===== src/include/sdc_pkg.sv =====
package sdc_pkg;

    // ----------------------------------------------------------------
    // Frame layout
    // ----------------------------------------------------------------
    localparam int FRAME_BITS = 16;
    localparam int CNT_W = 5;
    localparam logic [CNT_W-1:0] FRAME_LAST = 5'h10;
    localparam int MODE_HI = 13;
    localparam int MODE_LO = 12;
    localparam int CODE_HI = 11;
    localparam int CODE_LO = 4;
    localparam int CODE_W = 8;
    localparam logic [CODE_W-1:0] CODE_RST = 8'h00;

    // ----------------------------------------------------------------
    // Wake-up timing
    // ----------------------------------------------------------------
    localparam int CLK_MHZ = 100;
    localparam int WAKE_NS = 2500;
    localparam int WAKE_CYC = (WAKE_NS * CLK_MHZ + 999) / 1000;
    localparam int WAKE_W = 9;

    // Operating modes selected by the two mode bits of a frame
    typedef enum logic [1:0] {
        SDC_NORMAL = 2'b00,
        SDC_PD_1K = 2'b01,
        SDC_PD_100K = 2'b10,
        SDC_PD_HIZ = 2'b11
    } sdc_mode_t;

    // Synchronised link pins
    typedef struct packed {
        logic sync_n;
        logic sclk;
        logic din;
    } sdc_link_t;

    // Output stage controls
    typedef struct packed {
        logic amp_on;
        logic term_1k;
        logic term_100k;
        logic out_valid;
    } sdc_outctl_t;

endpackage


===== src/sdc_sync.sv =====
`timescale 1ns/1ps
`default_nettype none
module sdc_sync
    import sdc_pkg::*;
(
    input wire logic sys_clk,
    input wire logic rst_n,
    input wire logic clk_en,
    input wire sdc_link_t pin_in,
    output sdc_link_t pin_out
);
    // Two-stage synchroniser; first stage feeds only the second
    typedef struct packed {
        sdc_link_t s1;
        sdc_link_t s2;
    } sdc_sync_st_t;

    sdc_sync_st_t st_r;
    sdc_sync_st_t st_nxt;

    always_comb begin
        st_nxt = st_r;
        if (clk_en) begin
            st_nxt.s1 = pin_in;
            st_nxt.s2 = st_r.s1;
        end
    end

    // Idle level: frame sync high, clock low
    always_ff @(posedge sys_clk or negedge rst_n) begin
        if (!rst_n) begin
            st_r <= '{s1: 3'b100, s2: 3'b100};
        end else begin
            st_r <= st_nxt;
        end
    end

    assign pin_out = st_r.s2;
endmodule // sdc_sync
`default_nettype wire


===== src/sdc_ctrl.sv =====
`timescale 1ns/1ps
`default_nettype none
module sdc_ctrl
    import sdc_pkg::*;
#(
    parameter int WAKE_CYCLES = WAKE_CYC
)
(
    input wire logic sys_clk,
    input wire logic rst_n,
    input wire logic clk_en,
    input wire logic sync_n,
    input wire logic sclk,
    input wire logic din,
    output logic [CODE_W-1:0] dac_code,
    output sdc_mode_t dac_mode,
    output logic amp_on,
    output logic term_1k,
    output logic term_100k,
    output logic out_valid,
    output logic frame_done,
    output logic frame_abort
);
    // ----------------------------------------------------------------
    // Types and state
    // ----------------------------------------------------------------
    typedef enum logic [1:0] {
        SDC_IDLE = 2'b00,
        SDC_SHIFT = 2'b01,
        SDC_DONE = 2'b10
    } sdc_state_t;

    typedef struct packed {
        sdc_state_t fsm;
        logic sync_d;
        logic sclk_d;
        logic [FRAME_BITS-1:0] shreg;
        logic [CNT_W-1:0] cnt;
        logic [CODE_W-1:0] code;
        sdc_mode_t mode;
        logic [WAKE_W-1:0] wake;
        sdc_outctl_t oc;
        logic done;
        logic abort;
    } sdc_st_t;

    sdc_st_t st_r;
    sdc_st_t st_nxt;
    sdc_link_t pins;
    logic sync_fall;
    logic sync_rise;
    logic sclk_fall;

    // Output stage decode for a mode, applied on every enabled cycle; reset loads its normal-mode value directly
    function automatic sdc_outctl_t sdc_outctl(input sdc_mode_t m, input logic ready);
        sdc_outctl_t o;
        o.amp_on = (m == SDC_NORMAL);
        o.term_1k = (m == SDC_PD_1K);
        o.term_100k = (m == SDC_PD_100K);
        o.out_valid = (m == SDC_NORMAL) && ready;
        return o;
    endfunction

    // ----------------------------------------------------------------
    // Pin synchronisers
    // ----------------------------------------------------------------
    sdc_sync u_sync (
        .sys_clk(sys_clk),
        .rst_n(rst_n),
        .clk_en(clk_en),
        .pin_in({sync_n, sclk, din}),
        .pin_out(pins)
    );

    // Edge detection on synchronised copies only
    assign sync_fall = st_r.sync_d && !pins.sync_n;
    assign sync_rise = !st_r.sync_d && pins.sync_n;
    assign sclk_fall = st_r.sclk_d && !pins.sclk;

    // ----------------------------------------------------------------
    // Frame engine
    // ----------------------------------------------------------------
    always_comb begin
        st_nxt = st_r;
        if (clk_en) begin
            st_nxt.sync_d = pins.sync_n;
            st_nxt.sclk_d = pins.sclk;
            st_nxt.done = 1'b0;
            st_nxt.abort = 1'b0;
            // Wake-up countdown; output only valid once it expires
            if (st_r.wake != '0) begin
                st_nxt.wake = st_r.wake - 1'b1;
            end
            st_nxt.oc = sdc_outctl(st_r.mode, st_r.wake == '0);
            unique case (st_r.fsm)
                SDC_IDLE: begin
                    // Only a fresh fall arms the register
                    if (sync_fall) begin
                        st_nxt.fsm = SDC_SHIFT;
                        st_nxt.shreg = '0;
                        st_nxt.cnt = '0;
                    end
                end
                SDC_SHIFT: begin
                    if (sync_rise) begin
                        // Early rise discards, code and mode untouched
                        st_nxt.fsm = SDC_IDLE;
                        st_nxt.shreg = '0;
                        st_nxt.cnt = '0;
                        st_nxt.abort = 1'b1;
                    end else if (sclk_fall) begin
                        // MSB first: shift toward the top
                        st_nxt.shreg = {st_r.shreg[FRAME_BITS-2:0], pins.din};
                        st_nxt.cnt = st_r.cnt + 1'b1;
                        if (st_r.cnt == FRAME_LAST - 1'b1) begin
                            st_nxt.fsm = SDC_DONE;
                            st_nxt.done = 1'b1;
                            st_nxt.code = st_r.shreg[CODE_HI-1:CODE_LO-1];
                            st_nxt.mode = sdc_mode_t'(st_r.shreg[MODE_HI-1:MODE_LO-1]);
                            // Code register loads on every frame; a return to normal restarts the wake-up count
                            if (st_r.mode != SDC_NORMAL &&
                                st_r.shreg[MODE_HI-1:MODE_LO-1] == 2'b00) begin
                                st_nxt.wake = WAKE_W'(WAKE_CYCLES);
                            end
                        end
                    end
                end
                SDC_DONE: begin
                    // Further clock edges are ignored until sync rises
                    if (pins.sync_n) begin
                        st_nxt.fsm = SDC_IDLE;
                    end
                end
                default: begin
                    st_nxt.fsm = SDC_IDLE;
                end
            endcase
        end
    end

    // Power-on: code zero, normal mode, output valid at 0 V
    always_ff @(posedge sys_clk or negedge rst_n) begin
        if (!rst_n) begin
            st_r <= '{fsm: SDC_IDLE, sync_d: 1'b1, sclk_d: 1'b0, shreg: '0, cnt: '0,
                      code: CODE_RST, mode: SDC_NORMAL, wake: '0,
                      oc: 4'b1001, done: 1'b0, abort: 1'b0};
        end else begin
            st_r <= st_nxt;
        end
    end

    assign dac_code = st_r.code;
    assign dac_mode = st_r.mode;
    assign amp_on = st_r.oc.amp_on;
    assign term_1k = st_r.oc.term_1k;
    assign term_100k = st_r.oc.term_100k;
    assign out_valid = st_r.oc.out_valid;
    assign frame_done = st_r.done;
    assign frame_abort = st_r.abort;
endmodule // sdc_ctrl
`default_nettype wire


===== config.mk =====
export PLATFORM = sky130hd
export DESIGN_NAME = sdc_ctrl
export DESIGN_NICKNAME = d
export VERILOG_FILES = /design/src/include/sdc_pkg.sv /design/src/sdc_sync.sv /design/src/sdc_ctrl.sv
export SDC_FILE = /design/constraint.sdc
export NUM_CORES = 1
export LEC_CHECK = 0
export BUFFER_PORTS_ARGS = -buffer_cell sky130_fd_sc_hd__clkbuf_2
export CAP_MARGIN = 20
export CORE_ASPECT_RATIO = 0.9
export CORE_MARGIN = 2
export CORE_UTILIZATION = 40
export DETAILED_ROUTE_END_ITERATION = 10
export GPL_TIMING_DRIVEN = 0
export PLACE_DENSITY = 0.67
export SLEW_MARGIN = 5
export SYNTH_ARGS = -nofsm -noshare
export SYNTH_HDL_FRONTEND = slang
export SYNTH_SLANG_ARGS = --single-unit

===== constraint.sdc =====
create_clock -name sys_clk -period 2.12 [get_ports sys_clk]
set_input_delay 0.318 -clock sys_clk [delete_from_list [all_inputs] [get_ports sys_clk]]
set_output_delay 0.318 -clock sys_clk [all_outputs]
set_load 0.005 [all_outputs]

==> flow_summary_export.csv <==
group,metric,value,unit
critical_path,required,2.31,ns
route,wl_per_cell,13.3,um
place,port_buffers,21,
global_route,grt.total_usage,0.140,
die,rows,26,
sta,fin_skew,0.00978,ns
route,vias,1531,
critical_path,crit_path_start_kind,"register",
critical_path,startpoint,"st_r[26]",
clock_network,clk_pin_slew,0.09,ns
place,place_inst,289,
clock_network,cts_hold_buf,0,
route,via_per_inst,5.04,
sta,fmax,0.496,GHz
clock_network,cts_sinks,53,
clock_network,cts_root_buffer,"clkbuf_8",
worst_hold_path,holdCritPathClass,"primary input to async pin",
critical_path,r2r-start,"st_r[26]",
pwr,power-per-cell-area,885,nW/um2
synthesis,yosysUniqueCellTypes,44,
synthesis,synth.net_count,206,
cells_and_area,syn_to_final_growth,15.9,%
synthesis,netlist_area,2360,um2
route,top_layer,"met4",
synthesis,synth_async_sr_flop_share,1.00,
cells_and_area,fin_util,0.480,
place,dp_slack,-0.0472,ns
global_route,globalRouteOverflowTotal,0,
sta,max_slew_margin,0.533,
cells_and_area,diodes,0,
sta,worst_slew_pin_slew,0.700,ns
clock_network,cts_tree,"built",
clock_network,numCtsBuffers,5,
sta,period_needed,2.02,ns
sta,hold_ws,0.0454,ns
route,drtIter0Drc,93,
sta,rsz0062_at_grt,"false",
synthesis,yosys_warnings,0,
job,max_cap_viol_count,0,
sta,fin_crit_sh,0.951,
route,antenna_left,0,
clock_network,clk_latency,0.30,ns
sta,slew_violations,0,
die,fp.dieW,84.9,um
place,hpwl,2.87,mm
status,outcome,"finished, final reports clean",
clock_network,h-tree-depth,2,
cells_and_area,fill_cells,511,
sta,setup_violations,0,
critical_path,critical_path.max_fanout,10,
place,gp_congestion,0.736,
place,place_area,2570,um2
global_route,grt_max_degree,28,
synthesis,ys_ff_latch,53,
synthesis,postSynthAreaPerCell,12.0,um2
route,wl_met1,2.07,mm
clock_network,clock_path_buffers,2,
die,start_util,0.414,
critical_path,endpoint_kind,"register",
synthesis,syn_inst,197,
sta,setup_ws,0.105,ns
synthesis,synth_edf_count,0,
synthesis,yosys-top-cells-area,"dfrtp_1 (51%), mux2_2 (8.6%), a22o_1 (5.6%)",
cells_and_area,fin_area,2730,um2
critical_path,cp.arrival,2.21,ns
cells_and_area,layoutNonFillerInstCount,304,
synthesis,yosys_most_used_dff,"dfrtp_1",
pwr,ir_worst_vdd,0.573,mV
critical_path,worstSetupPathType,"register to register",
synthesis,yosys-top-cells-count,"dfrtp_1 (48), mux2_2 (18), a22o_1 (15)",
global_route,antenna_found_initial,0,
route,dr.pass1.iters,4,
route,drc_errors,0,
synthesis,synth_top_area_cell,"dfrtp_1",
die,die-area,6520,um2
cells_and_area,nets,242,
route,wl_met2,1.80,mm
pwr,cellLeakagePower,0.00136,uW
die,coreArea,5690,um2
synthesis,ys_seq_area_frac,0.565,
route,drt_wl_total,4.05,mm
sta,finalHoldViolations,0,
synthesis,yosysMostFrequentCell,"dfrtp_1",
die,die_y,76.8,um
cells_and_area,drive_gt1_frac,0.355,
global_route,grt_pass1_wl,7.29,mm
global_route,first_global_vias,1544,
synthesis,synth.top_cell.area_share,0.510,
route,met3_length,125,um
die,io_pins,22,
==> sequential cells by signal (all words and copies together) (netlist names) <==
register / flops
frame_done: 1
amp_on: 1
term_100k: 1
out_valid: 1
st_r: 31
u_sync.pin_out: 3
dac_code: 8
dac_mode: 2
frame_abort: 1
term_1k: 1
u_sync.st_r: 3
==> repair_timing <==
action,CTS,global route
resized for setup,0,2
setup endpoints to repair,11,14
setup buffers,3,4
pin swaps,0,2
==> report_power, final <==
| group | switching (uW) | total (uW) | leakage [uW] | internal [uW] |
|---|---|---|---|---|
| logic | 257 | 508 | 0.000615 | 251 |
| clock network | 312 | 607 | 0.0000542 | 296 |
| registers | 134 | 1300 | 0.000689 | 1170 |
| total | 703 | 2420 | 0.00136 | 1720 |
==> layout make-up <==
type,count,area (um2),area share
multi-input combinational,112,862,0.316
clock inverter,1,5.00,0.00183
buffer,18,118,0.0431
tap,70,87.6,0.0321
inverter,14,52.6,0.0192
timing repair buffer,29,178,0.0650
clock buffer,7,96.3,0.0353
sequential,53,1330,0.488
==> critical path, cell delays in order, from the launching register on <==
cell and delay (ns):
dfrtp_1 0.39, ha_2 0.19, and3_4 0.17, ha_1 0.17
and3b_2 0.22, nand4_4 0.12, buf_2 0.27, mux2_2 0.37
==> per-layer routing <==
layer  GRT usage  up-vias
met5           0        -
met4      0.0476        0
met3      0.0355        7
met2       0.209       21
met1       0.197      745
li1            -      758
==> cell usage in the layout (no fill, tap or decap), types with 3 or more instances in the layout <==
cell type	netlist	routed
a211o_1	3	3
a22o_1	15	15
buf_2	4	4
buf_4	10	17
clkbuf_1	3	3
clkbuf_2	0	21
clkbuf_8	0	7
dfrtp_1	48	48
dfstp_2	5	5
inv_1	14	14
mux2_2	18	18
nand2_1	10	10
nand3_1	6	6
nand3b_1	3	3
nor2_1	8	8
o21ai_0	12	12
==> per-stage QoR <==
stage                     total power [uW]  setup TNS [ns]
after global placement                1760        -0.00830
final                                 2420               0
after global routing                  2590               0
after floorplan                       1660               0
after CTS                             2430               0
after detailed placement              1790          -0.164
==> worst paths after layout <==
| kind | end | slack, ns | depth (start not counted) |
|---|---|---|---|
| worst max-delay path | dac_code[4] | 0.10 | 7 |
| worst min-delay path | st_r[12] | 0.05 | 1 |
| worst max register to register | dac_code[4] | 0.10 | 7 |
| worst min register to register | out_valid | 0.48 | 1 |
| max in group asynchronous | st_r[27] | 1.48 | 2 |
| min in group sys_clk | u_sync.st_r[3] | 0.24 | 2 |
==> kinds of logic (layout without fill, tap and decap cells) <==
group                      Yosys count  after routing  synth area share
AOI/OAI and AO/OA                   41             41             0.130
xor gates and xnor gates             2              2           0.00743
adders and majority gates            3              3            0.0159
buffers and inverters               32             69            0.0722
DFF                                 53             53             0.565
muxes                               18             18            0.0860
and+or+nand+nor                     48             48             0.124
(Power assumes the default switching activity.)
